$ cat config.mk
export PLATFORM = sky130hd
export DESIGN_NAME = otw_overtravel
export DESIGN_NICKNAME = d
export VERILOG_FILES = /design/src/logic/otw_hold_timer.v /design/src/logic/otw_overtravel.v
export VERILOG_INCLUDE_DIRS = /design/src /design/src/logic
export SDC_FILE = /design/constraint.sdc
export NUM_CORES = 1
export LEC_CHECK = 0
export CAP_MARGIN = 20
export CORE_ASPECT_RATIO = 1.75
export CORE_MARGIN = 3
export CORE_UTILIZATION = 40
export CTS_BUF_LIST = sky130_fd_sc_hd__clkbuf_4 sky130_fd_sc_hd__clkbuf_8
export DETAILED_ROUTE_END_ITERATION = 10
export DONT_BUFFER_PORTS = 1
export SLEW_MARGIN = 15
export SYNTH_ARGS = -nofsm -noshare
export SYNTH_HDL_FRONTEND = slang
export SYNTH_SLANG_ARGS = --single-unit
$ cat constraint.sdc
create_clock -name ref_clk -period 1.9 [get_ports ref_clk]
set_input_delay 0.475 -clock ref_clk [delete_from_list [all_inputs] [get_ports ref_clk]]
set_output_delay 0.475 -clock ref_clk [all_outputs]
set_load 0.03 [all_outputs]
$ cat src/logic/otw_defs.vh
// Constants for the overtravel limit and warning block
`ifndef OTW_DEFS_VH
`define OTW_DEFS_VH

`define OTW_AW              8
`define OTW_DW              16
`define OTW_TW              10

`define OTW_ADDR_ALLOC_A    8'h00
`define OTW_ADDR_ALLOC_B    8'h04
`define OTW_ADDR_STOP       8'h08
`define OTW_ADDR_ESTOP      8'h0C
`define OTW_ADDR_WARN       8'h10
`define OTW_ADDR_STATUS     8'h14
`define OTW_ADDR_CTRL       8'h18

`define OTW_ALLOC_A_RST     16'h2000
`define OTW_ALLOC_B_RST     16'h0003
`define OTW_STOP_RST        16'h0002
`define OTW_STOP_SEL_RST    8'h02
`define OTW_ESTOP_RST       16'h0320
`define OTW_WARN_RST        16'h0000

`define OTW_LIM_DISABLE     4'h8
`define OTW_STOP_DEC_CLAMP  8'h10
`define OTW_STOP_DEC_COAST  8'h20
`define OTW_WARN_ON         4'h1
`define OTW_ESTOP_MAX       10'h320

`define OTW_CTRL_RESTART    0
`define OTW_ST_FWD_OT       0
`define OTW_ST_REV_OT       1
`define OTW_ST_WARN         2
`define OTW_ST_DECEL        3
`define OTW_ST_CLAMP        4
`define OTW_ST_COAST        5
`define OTW_ST_HOLD_ERR     6
`define OTW_ST_FWD_USED     7
`define OTW_ST_REV_USED     8

`define OTW_HOLD_MS         1000
`define OTW_CLK_KHZ         20000
// One second of the 20 MHz clock, sized to the hold counter
`define OTW_HOLD_CYC        25'h131_2D00
`define OTW_CNT_W           25

`endif

$ cat src/logic/otw_hold_timer.v
// Down counter that keeps the overtravel warning alive after the condition ends
`timescale 1ns/100ps
`include "otw_defs.vh"

module otw_hold_timer
#(
   parameter [`OTW_CNT_W-1:0] HOLD_CYC = `OTW_HOLD_CYC
)
(
   input  wire ref_clk,
   input  wire resetn,
   input  wire load,
   output reg  done_r
);

   reg [`OTW_CNT_W-1:0] cnt_r;
   wire                 last;

   assign last = (cnt_r == {{(`OTW_CNT_W-1){1'b0}}, 1'b1});

   // Reloading every cycle while overtravel lasts makes the hold start at its end
   always @(posedge ref_clk or negedge resetn)
   begin
      if (!resetn)
      begin
         cnt_r  <= {`OTW_CNT_W{1'b0}};
         done_r <= 1'b0;
      end
      else
      begin
         done_r <= last & ~load;
         if (load)
            cnt_r <= HOLD_CYC;
         else if (cnt_r != {`OTW_CNT_W{1'b0}})
            cnt_r <= cnt_r - {{(`OTW_CNT_W-1){1'b0}}, 1'b1};
      end
   end

endmodule // otw_hold_timer

$ cat src/logic/otw_overtravel.v
// Overtravel limit stop control and overtravel warning
`timescale 1ns/100ps
`include "otw_defs.vh"

module otw_overtravel
#(
   parameter [`OTW_CNT_W-1:0] HOLD_CYC = `OTW_HOLD_CYC
)
(
   input  wire                 ref_clk,
   input  wire                 resetn,
   input  wire [`OTW_AW-1:0]   addr,
   input  wire [`OTW_DW-1:0]   wdata,
   input  wire                 wr,
   input  wire                 rd,
   output reg  [`OTW_DW-1:0]   rdata_r,
   input  wire                 fwd_limit_in,
   input  wire                 rev_limit_in,
   input  wire                 pos_error_clear_in,
   input  wire                 servo_on_in,
   input  wire                 ref_fwd_in,
   input  wire                 ref_rev_in,
   input  wire                 torque_mode_in,
   input  wire                 pos_mode_in,
   input  wire                 motor_stopped_in,
   input  wire [`OTW_TW-1:0]   motor_max_torque_in,
   output reg                  fwd_allow_r,
   output reg                  rev_allow_r,
   output wire                 decel_out,
   output wire                 zero_clamp_out,
   output wire                 coast_out,
   output reg  [`OTW_TW-1:0]   estop_torque_r,
   output reg                  hold_pos_error_r,
   output reg                  ot_warning_r
);

   localparam [1:0] ST_RUN   = 2'b00;
   localparam [1:0] ST_DECEL = 2'b01;
   localparam [1:0] ST_CLAMP = 2'b10;
   localparam [1:0] ST_COAST = 2'b11;

   // Configuration as written by software (estop torque clamped); only the alloc and stop fields are staged
   reg  [`OTW_DW-1:0] input_alloc_cfg_a_r;
   reg  [`OTW_DW-1:0] input_alloc_cfg_b_r;
   reg  [`OTW_DW-1:0] stop_method_cfg_r;
   reg  [`OTW_TW-1:0] estop_torque_cfg_r;
   reg  [`OTW_DW-1:0] ot_warning_cfg_r;

   // Active copies of the restart-only settings
   reg                fwd_used_r;
   reg                rev_used_r;
   reg  [7:0]         stop_sel_r;

   reg                fwd_s1_r;
   reg                fwd_s2_r;
   reg                rev_s1_r;
   reg                rev_s2_r;

   reg  [1:0]         state_r;
   reg  [1:0]         state_nxt;
   reg                wcond_prev_r;
   reg                servo_prev_r;
   reg                restart_r;

   wire               fwd_ot;
   wire               rev_ot;
   wire               ot_any;
   wire               stop_hit;
   wire               fwd_hit;
   wire               rev_hit;
   wire               wcond;
   wire               warn_en;
   wire               new_evt;
   wire               timer_load;
   wire               timer_done;
   wire               sel_coast;
   wire [`OTW_DW-1:0] status;
   wire [`OTW_TW-1:0] wdata_trq;

   // A limit digit disables its input only at the disable code
   function lim_used;
      input [3:0] digit;
      begin
         lim_used = (digit != `OTW_LIM_DISABLE);
      end
   endfunction

   function [`OTW_TW-1:0] min_trq;
      input [`OTW_TW-1:0] a;
      input [`OTW_TW-1:0] b;
      begin
         min_trq = (a < b) ? a : b;
      end
   endfunction

   function is_hit;
      input ot;
      input opposite_ref;
      begin
         is_hit = ot & ~opposite_ref;
      end
   endfunction

   // Two flops per switch; only the second stage is looked at
   always @(posedge ref_clk or negedge resetn)
   begin
      if (!resetn)
      begin
         fwd_s1_r <= 1'b1;
         fwd_s2_r <= 1'b1;
         rev_s1_r <= 1'b1;
         rev_s2_r <= 1'b1;
      end
      else
      begin
         fwd_s1_r <= fwd_limit_in;
         fwd_s2_r <= fwd_s1_r;
         rev_s1_r <= rev_limit_in;
         rev_s2_r <= rev_s1_r;
      end
   end

   // Switch off means overtravel; a disabled input never reports it
   assign fwd_ot = fwd_used_r & ~fwd_s2_r;
   assign rev_ot = rev_used_r & ~rev_s2_r;
   assign ot_any = fwd_ot | rev_ot;

   // A reference away from the limit is not a stop cause
   assign fwd_hit  = is_hit(fwd_ot, ref_rev_in);
   assign rev_hit  = is_hit(rev_ot, ref_fwd_in);
   assign stop_hit = servo_on_in & (fwd_hit | rev_hit);

   assign sel_coast = (stop_sel_r != `OTW_STOP_DEC_CLAMP) &&
                      (stop_sel_r != `OTW_STOP_DEC_COAST);
   assign wdata_trq = (wdata[`OTW_TW-1:0] > `OTW_ESTOP_MAX) ?
                      `OTW_ESTOP_MAX : wdata[`OTW_TW-1:0];

   // Register writes; restart-only fields are staged here
   always @(posedge ref_clk or negedge resetn)
   begin
      if (!resetn)
      begin
         input_alloc_cfg_a_r <= `OTW_ALLOC_A_RST;
         input_alloc_cfg_b_r <= `OTW_ALLOC_B_RST;
         stop_method_cfg_r   <= `OTW_STOP_RST;
         estop_torque_cfg_r  <= `OTW_ESTOP_MAX;
         ot_warning_cfg_r    <= `OTW_WARN_RST;
         restart_r           <= 1'b0;
      end
      else
      begin
         restart_r <= wr && (addr == `OTW_ADDR_CTRL) && wdata[`OTW_CTRL_RESTART];
         if (wr)
         begin
            case (addr)
               `OTW_ADDR_ALLOC_A : input_alloc_cfg_a_r <= wdata;
               `OTW_ADDR_ALLOC_B : input_alloc_cfg_b_r <= wdata;
               `OTW_ADDR_STOP    : stop_method_cfg_r   <= wdata;
               `OTW_ADDR_ESTOP   : estop_torque_cfg_r  <= wdata_trq;
               `OTW_ADDR_WARN    : ot_warning_cfg_r    <= wdata;
               default           : ;
            endcase
         end
      end
   end

   // Applying at restart keeps a running axis from changing behaviour mid-stroke
   always @(posedge ref_clk or negedge resetn)
   begin
      if (!resetn)
      begin
         fwd_used_r <= 1'b1;
         rev_used_r <= 1'b1;
         stop_sel_r <= `OTW_STOP_SEL_RST;
      end
      else if (restart_r)
      begin
         fwd_used_r <= lim_used(input_alloc_cfg_a_r[15:12]);
         rev_used_r <= lim_used(input_alloc_cfg_b_r[3:0]);
         stop_sel_r <= stop_method_cfg_r[7:0];
      end
   end

   // Stop sequence
   always @*
   begin
      state_nxt = state_r;
      case (state_r)
         ST_RUN:
         begin
            if (stop_hit)
            begin
               if (torque_mode_in || sel_coast)
                  state_nxt = ST_COAST;
               else
                  state_nxt = ST_DECEL;
            end
         end
         ST_DECEL:
         begin
            if (!stop_hit)
               state_nxt = ST_RUN;
            else if (torque_mode_in)
               state_nxt = ST_COAST;
            else if (motor_stopped_in)
            begin
               if (stop_sel_r == `OTW_STOP_DEC_CLAMP)
                  state_nxt = ST_CLAMP;
               else
                  state_nxt = ST_COAST;
            end
         end
         ST_CLAMP:
         begin
            if (!stop_hit)
               state_nxt = ST_RUN;
            else if (torque_mode_in)
               state_nxt = ST_COAST;
         end
         ST_COAST:
         begin
            if (!stop_hit)
               state_nxt = ST_RUN;
         end
         default:
            state_nxt = ST_RUN;
      endcase
   end

   always @(posedge ref_clk or negedge resetn)
   begin
      if (!resetn)
         state_r <= ST_RUN;
      else
         state_r <= state_nxt;
   end

   assign decel_out      = (state_r == ST_DECEL);
   assign zero_clamp_out = (state_r == ST_CLAMP);
   assign coast_out      = (state_r == ST_COAST);

   // Motion permission and emergency stop torque
   always @(posedge ref_clk or negedge resetn)
   begin
      if (!resetn)
      begin
         fwd_allow_r    <= 1'b1;
         rev_allow_r    <= 1'b1;
         estop_torque_r <= {`OTW_TW{1'b0}};
      end
      else
      begin
         fwd_allow_r    <= ~fwd_ot;
         rev_allow_r    <= ~rev_ot;
         // Setting changes apply on the next edge, even mid-deceleration
         estop_torque_r <= min_trq(estop_torque_cfg_r, motor_max_torque_in);
      end
   end

   // Error pulses stay until the host clears; a new stop in the same cycle wins
   always @(posedge ref_clk or negedge resetn)
   begin
      if (!resetn)
         hold_pos_error_r <= 1'b0;
      else if ((state_r == ST_RUN) && (state_nxt != ST_RUN) && pos_mode_in)
         hold_pos_error_r <= 1'b1;
      else if (pos_error_clear_in)
         hold_pos_error_r <= 1'b0;
   end

   // Warning detection; it has no path into the stop sequence above
   assign warn_en    = (ot_warning_cfg_r[15:12] == `OTW_WARN_ON);
   assign wcond      = servo_on_in & (fwd_hit | rev_hit);
   assign new_evt    = warn_en & wcond & ~wcond_prev_r & servo_prev_r;
   assign timer_load = new_evt | (ot_warning_r & ot_any);

   always @(posedge ref_clk or negedge resetn)
   begin
      if (!resetn)
      begin
         wcond_prev_r <= 1'b0;
         servo_prev_r <= 1'b0;
      end
      else
      begin
         wcond_prev_r <= wcond;
         servo_prev_r <= servo_on_in;
      end
   end

   otw_hold_timer
   #(
      .HOLD_CYC (HOLD_CYC)
   )
   u_hold
   (
      .ref_clk (ref_clk),
      .resetn  (resetn),
      .load    (timer_load),
      .done_r  (timer_done)
   );

   // A new occurrence beats an expiry landing in the same cycle
   always @(posedge ref_clk or negedge resetn)
   begin
      if (!resetn)
         ot_warning_r <= 1'b0;
      else if (new_evt)
         ot_warning_r <= 1'b1;
      else if (timer_done || !warn_en)
         ot_warning_r <= 1'b0;
   end

   // Status and read-back
   assign status = {7'h00,
                    rev_used_r,
                    fwd_used_r,
                    hold_pos_error_r,
                    coast_out,
                    zero_clamp_out,
                    decel_out,
                    ot_warning_r,
                    rev_ot,
                    fwd_ot};

   // Read data stand only in the cycle after the strobe
   always @(posedge ref_clk or negedge resetn)
   begin
      if (!resetn)
         rdata_r <= {`OTW_DW{1'b0}};
      else if (rd)
      begin
         case (addr)
            `OTW_ADDR_ALLOC_A : rdata_r <= input_alloc_cfg_a_r;
            `OTW_ADDR_ALLOC_B : rdata_r <= input_alloc_cfg_b_r;
            `OTW_ADDR_STOP    : rdata_r <= stop_method_cfg_r;
            `OTW_ADDR_ESTOP   : rdata_r <= {6'h00, estop_torque_cfg_r};
            `OTW_ADDR_WARN    : rdata_r <= ot_warning_cfg_r;
            `OTW_ADDR_STATUS  : rdata_r <= status;
            default           : rdata_r <= {`OTW_DW{1'b0}};
         endcase
      end
      else
         rdata_r <= {`OTW_DW{1'b0}};
   end

endmodule // otw_overtravel

==> results of run 1 <==
## timing repair
| item | in CTS | in global routing |
|---|---|---|
| endpoints found under the hold margin | 151 | 149 |
| cloned | 0 | 0 |
| endpoints found under the setup margin | 17 | 29 |
| pin swaps | 1 | 11 |
| setup buffers | 1 | 7 |
| gates resized for setup | 16 | 24 |
## power breakdown
| part | total, mW | internal (mW) | switching [mW] | leakage (nW) |
|---|---|---|---|---|
| combinational | 0.452 | 0.238 | 0.215 | 1.81 |
| sequential | 3.52 | 3.33 | 0.187 | 1.95 |
| clock | 2.55 | 1.32 | 1.22 | 0.207 |
| total | 6.52 | 4.90 | 1.62 | 3.97 |
## cells in the mapped netlist, drive strengths merged, types with 6 or more instances
cell and instances:
a32o 6, nand4 7, mux2 74, or3 12, nor2 24, a21oi 20, dfstp 16, buf 19
o2111ai 11, inv 19, nor4 11, nor3 13, nand3 16, nand2 54, mux2i 28, o211ai 11
o21ai 15, clkbuf 18, a211oi 14, nor2b 14, a22oi 19, ha 11, a2111oi 8, o22ai 8
dfrtp 133
## registers in the layout, summed over array words and instances, names as in the netlist, 2 cells and up
signal               flops
u_hold.cnt_r            25
input_alloc_cfg_a_r     16
input_alloc_cfg_b_r     16
ot_warning_cfg_r        16
rdata_r                 16
stop_method_cfg_r       16
estop_torque_cfg_r      10
estop_torque_r          10
stop_sel_r               8
state_r                  2
## worst register-to-register path, delay by kind of cell, from the launching register on
| kind | cells | cell delay [ns] |
|---|---|---|
| muxes | 1 | 0.20 |
| DFF | 1 | 0.39 |
| and+or+nand+nor | 2 | 1.03 |
| AOI/OAI and AO/OA | 1 | 0.22 |
## layer usage
metal  vias to the layer above  wire length, um  part of all wire, %  GRT usage (%)
met3                        47              971                  4.9           5.03
met2                       144            11300                   57           38.9
met1                      2874             6980                   35           20.1
met5                         -                0                    0              0
li1                       2584                -                    -              -
met4                         0              541                  2.7           8.75
## metrics by stage
stage          cells  setup WS (ns)  instance area [um^2]
3_3_place_gp     924         -0.112                  8140
4_1_cts          958        -0.0271                  8640
2_1_floorplan    644        -0.0629                  7380
3_5_place_dp     924         -0.137                  8140
6_report         966        -0.0213                  8800
5_1_grt          965        -0.0670                  8790
## cells by family after synthesis
kind of cell	Yosys count	share of synthesized area, %
buf+inv	56	3.65
xor+xnor	1	0.119
mux	102	15.1
fa+ha+maj	11	1.87
compound gates	139	13.9
simple gates	186	14.6
flops	149	50.8
## final timing paths
check	from	end	slack, ns
setup / recovery	u_hold.cnt_r[18]	u_hold.cnt_r[23]	-0.02
setup reg to reg	u_hold.cnt_r[18]	u_hold.cnt_r[23]	-0.02
hold reg to reg	fwd_s1_r	fwd_s2_r	0.36
max in group asynchronous	resetn	input_alloc_cfg_a_r[13]	1.87
hold / removal	resetn	estop_torque_r[4]	-0.28
min in group ref_clk	servo_on_in	servo_prev_r	0.06
## layout make-up
cell class | instances | area, um^2 | area share, %
timing repair buffer | 93 | 748 | 8.51
tap | 234 | 293 | 3.33
multi-input combinational | 439 | 3530 | 40.1
inverter | 19 | 71.3 | 0.811
antenna | 1 | 2.50 | 0.0284
clock buffer | 19 | 249 | 2.83
sequential | 149 | 3750 | 42.6
clock inverter | 12 | 156 | 1.78
==> results.cfg, run 1 <==
[timing]
worst_pin_slew_ns = 0.620
setup_viol = 1
relSlewSlack_pct = 58.1
hold_ws_ns = -0.278
grt_setup_unrepaired = true
fin_skew_ns = 0.0155
max_freq_mhz = 520
setup_slack_ns = -0.0213
finalHoldViolCount = 148
setup_tns_ns = -0.0213
period_minus_slack_ns = 1.92
layout_worst_path_cycle_share_pct = 101
slew_violations = 0

[clock_tree]
ctsLongestPathBuffers = 2
h-tree-depth = 4
holdBufCountCts = 2
cts_tree = yes
clock_sinks = 149
clock_latency_ns = 0.46
cts.clk_slew.worst_paths_ns = 0.09
cts-root-buf = clkbuf_8
numCtsBuffers = 17

[global_route]
grt_pass1_wl_mm = 31.5
grt.overflow.total = 0
grt_pass1_vias = 6032
gr-usage-all-layers_pct = 20.3
grt_max_degree = 150
antenna_found_initial = 0

[synthesis]
synth_edf_count = 0
yosysSeqAreaShare_pct = 50.8
syn_area_per_cell_um2 = 11.5
syn_area_um2 = 7380
ys_ff_latch = 149
synth_fp_nets = 702
yosys-top-cells-area = dfrtp_1 (45%), mux2_2 (9.8%), dfstp_2 (5.7%), mux2i_1 (3.8%), nand2_1 (2.7%)
yosysUniqueCellTypes = 68
async_flop_share_pct = 100
synth_top_cell_by_area = dfrtp_1
syn_inst = 644
synth_top_area_share_pct = 45.1
ys.flop_type = dfrtp_1
yosysWarningCount = 0

[detailed_routing]
dr.first_iter.drc_count = 362
via_per_inst = 5.85
drcViolationCount = 0
ant_nets = 0
avgRoutedWirePerCell_um = 20.5
drt_wl_total_mm = 19.8
vias = 5649
drt_pass1_iterations = 5

[critical_path]
max_stage_delay_ns = 0.54
critPathLaunchType = register
path_delay_family = simple AND/OR/NAND/NOR gates
worstSetupPathType = register to register
crit_chain = or4_4 > or4b_4 > a211oi_2 > mux2i_1
reg2regPathDepth = 4
path_max_fanout = 3
crit_required_ns = 2.27
arrival_ns = 2.30
cp_num_cells = 4
crit_slowest_cell = or4_4
end_kind = register
critPathBufInv = 0

[run_status]
status = finished, violations left
violations = hold timing, setup timing

[floorplan]
ios = 80
die_area_um2 = 20200
placementRows = 65
core-area_um2 = 18100
die_h_um = 186
die_x_um = 109
start_util_pct = 40.9

[finish]
layout_common_cells = dfrtp_1 (132), buf_4 (86), mux2_2 (64)
drive_gt1_share_pct = 33.1
final_common_cell = dfrtp_1
n_fill_cell = 1650
syn_to_final_growth_pct = 19.2
fin_util_pct = 48.7
finish.net_count = 777

[power_and_ir_drop]
p_per_area_nw_per_um2 = 741
peakVddDrop_mv = 0.417
p_leak_nw = 3.97
total_power_mw = 6.52

[placement]
io_buffers = 0
hpwl_mm = 14.7
place.gp.congestion = 0.915

[job]
maxCapViolations = 0

[hold_path]
hold_class = input pin to asynchronous set/reset pin
(Power assumes the default switching activity.)
==> run 2, diff against run 1 <==
- CELL_PAD_IN_SITES_DETAIL_PLACEMENT: not set -> 1
- CELL_PAD_IN_SITES_GLOBAL_PLACEMENT: not set -> 1
- CORE_UTILIZATION: 40 -> 50
- PLACE_DENSITY_LB_ADDON: not set -> 0.1
- clock period: 1.9 -> 2.27 ns (I/O delays scaled with it)
==> run 2 against run 1 <==
  * The run ends with hold timing left
  * Wire length is 3.3% higher
  * Non-clock buffer count is 47 lower
  * Clock power is 19% lower
  * Register-to-register slack better by 0.21 ns
  * Worst hold slack better by 0.076 ns
  * Sequential power is 16% lower
  * Die area is 19% lower
  * Critical path depth is 1 higher
  * Clock-buffer cell count stayed put
  * Final cell count is 10% lower
==> results.cfg, run 2 (synthesis gave the netlist of run 1 again) <==
[critical_path]
end_kind = register
critPathBufInv = 1
crit_slowest_cell = nor4_2
critPathLaunchType = register
path_max_fanout = 4
crit_required_ns = 2.64
crit_chain = nor4_2 > nand2_1 > buf_4 > a2111oi_0 > mux2i_1
timing.rr.end = u_hold.cnt_r[9]
timing.rr.start = u_hold.cnt_r[1]
r2r_setup_slack_ns = 0.19
max_stage_delay_ns = 0.52
arrival_ns = 2.45
worstSetupPathType = register to register
reg2regPathDepth = 5
path_delay_family = simple AND/OR/NAND/NOR gates

[clock_tree]
cts.clk_slew.worst_paths_ns = 0.09
ctsLongestPathBuffers = 2
clock_latency_ns = 0.45
numCtsBuffers = 17
h-tree-depth = 4
cts_tree = yes
clock_sinks = 149
cts-root-buf = clkbuf_8

[timing]
setup_viol = 0
period_minus_slack_ns = 2.08
grt_setup_unrepaired = false
setup_tns_ns = 0
fin_skew_ns = 0.0155
slew_violations = 0
hold_ws_ns = -0.202
finalHoldViolCount = 134
relSlewSlack_pct = 61.1
layout_worst_path_cycle_share_pct = 91.5
max_freq_mhz = 481
setup_slack_ns = 0.193
worst_pin_slew_ns = 0.584

[floorplan]
core-area_um2 = 14400
die_h_um = 167
ios = 80
die_x_um = 97.8
placementRows = 58
die_area_um2 = 16300
start_util_pct = 51.1

[global_route]
grt_max_degree = 150
grt_pass1_vias = 6200
grt.overflow.total = 0
gr-usage-all-layers_pct = 26.1
antenna_found_initial = 0
grt_pass1_wl_mm = 33.5

[finish]
finish.net_count = 730
largest_reg_flops = 25
drive_gt1_share_pct = 25.8
syn_to_final_growth_pct = 10.7
final_common_cell = dfrtp_1
stdcell_area_um2 = 8170
layout_common_cells = dfrtp_1 (133), mux2_2 (64), nand2_1 (53)
largest-register = u_hold.cnt_r
finalNonFillerCells = 865
antenna_cells = 0

[detailed_routing]
drt_pass1_iterations = 7
avgRoutedWirePerCell_um = 23.7
via_per_inst = 6.33
ant_nets = 0
drt_wl_total_mm = 20.5
vias = 5474
drcViolationCount = 0
dr.first_iter.drc_count = 202

[power_and_ir_drop]
p_leak_nw = 3.67
p_per_area_nw_per_um2 = 659
peakVddDrop_mv = 0.394
total_power_mw = 5.38

[job]
maxCapViolations = 0

[placement]
io_buffers = 0
placed_area_um2 = 7760
place.gp.congestion = 0.958
hpwl_mm = 15.5
dp.cells = 833
dpl_worst_slack_ns = 0.00446

[hold_path]
hold_class = input pin to asynchronous set/reset pin

[run_status]
status = finished, violations left
violations = hold timing
run 2: repair_timing:
action / CTS / global route
setup endpoints to repair: 2 / 13
setup buffers: 0 / 0
hold endpoints to repair: 149 / 146
gates resized for setup: 1 / 3
pin swaps: 0 / 0
run 2: worst max-delay path by stage:
| stage | startpoint | end | slack (ns) | cells after the start |
|---|---|---|---|---|
| 2_1_floorplan | addr[4] | input_alloc_cfg_a_r[10] | 0.17 | 7 |
| 3_3_place_gp | u_hold.cnt_r[0] | u_hold.cnt_r[11] | 0.15 | 6 |
| 3_5_place_dp | u_hold.cnt_r[0] | u_hold.cnt_r[11] | 0.004 | 6 |
| 4_1_cts | u_hold.cnt_r[0] | u_hold.cnt_r[16] | 0.05 | 7 |
| 5_1_grt | u_hold.cnt_r[0] | u_hold.cnt_r[16] | 0.02 | 7 |
| 6_report | u_hold.cnt_r[1] | u_hold.cnt_r[9] | 0.19 | 5 |
run 2: worst register-to-register path, stage by stage, from the launching register on:
cell and delay [ns]:
dfrtp_1 0.44, nor4_2 0.52, nand2_1 0.15, buf_4 0.17
a2111oi_0 0.49, mux2i_1 0.23
run 2: power breakdown:
| group | internal (mW) | switching, mW | total (mW) |
|---|---|---|---|
| Sequential | 2.79 | 0.153 | 2.94 |
| Clock | 0.963 | 1.11 | 2.07 |
| Combinational | 0.178 | 0.185 | 0.363 |
run 2: metrics by stage:
stage	util [%]	hold WS [ns]
final	56.5	-0.202
after global routing	56.5	-0.240
after detailed placement	53.7	0.275
after floorplan	-	0.272
after global placement	53.7	0.275
after CTS	56.5	-0.224
run 2: final cells by class:
cell class / count / area (um^2)
Tap cell: 180 / 225
Timing Repair Buffer: 46 / 345
Fill cell: 1509 / 6280
Clock buffer: 19 / 262
Clock inverter: 13 / 136
Inverter: 19 / 71.3
Multi-Input combinational cell: 439 / 3380
Sequential cell: 149 / 3750
run 2: per-layer routing:
metal / routed length [um] / part of all wire, % / global-route usage [%]
met1: 7080 / 35 / 26.4
met2: 11600 / 57 / 49.2
met3: 867 / 4.2 / 5.53
met4: 934 / 4.6 / 13.1
met5: 0 / 0 / 0
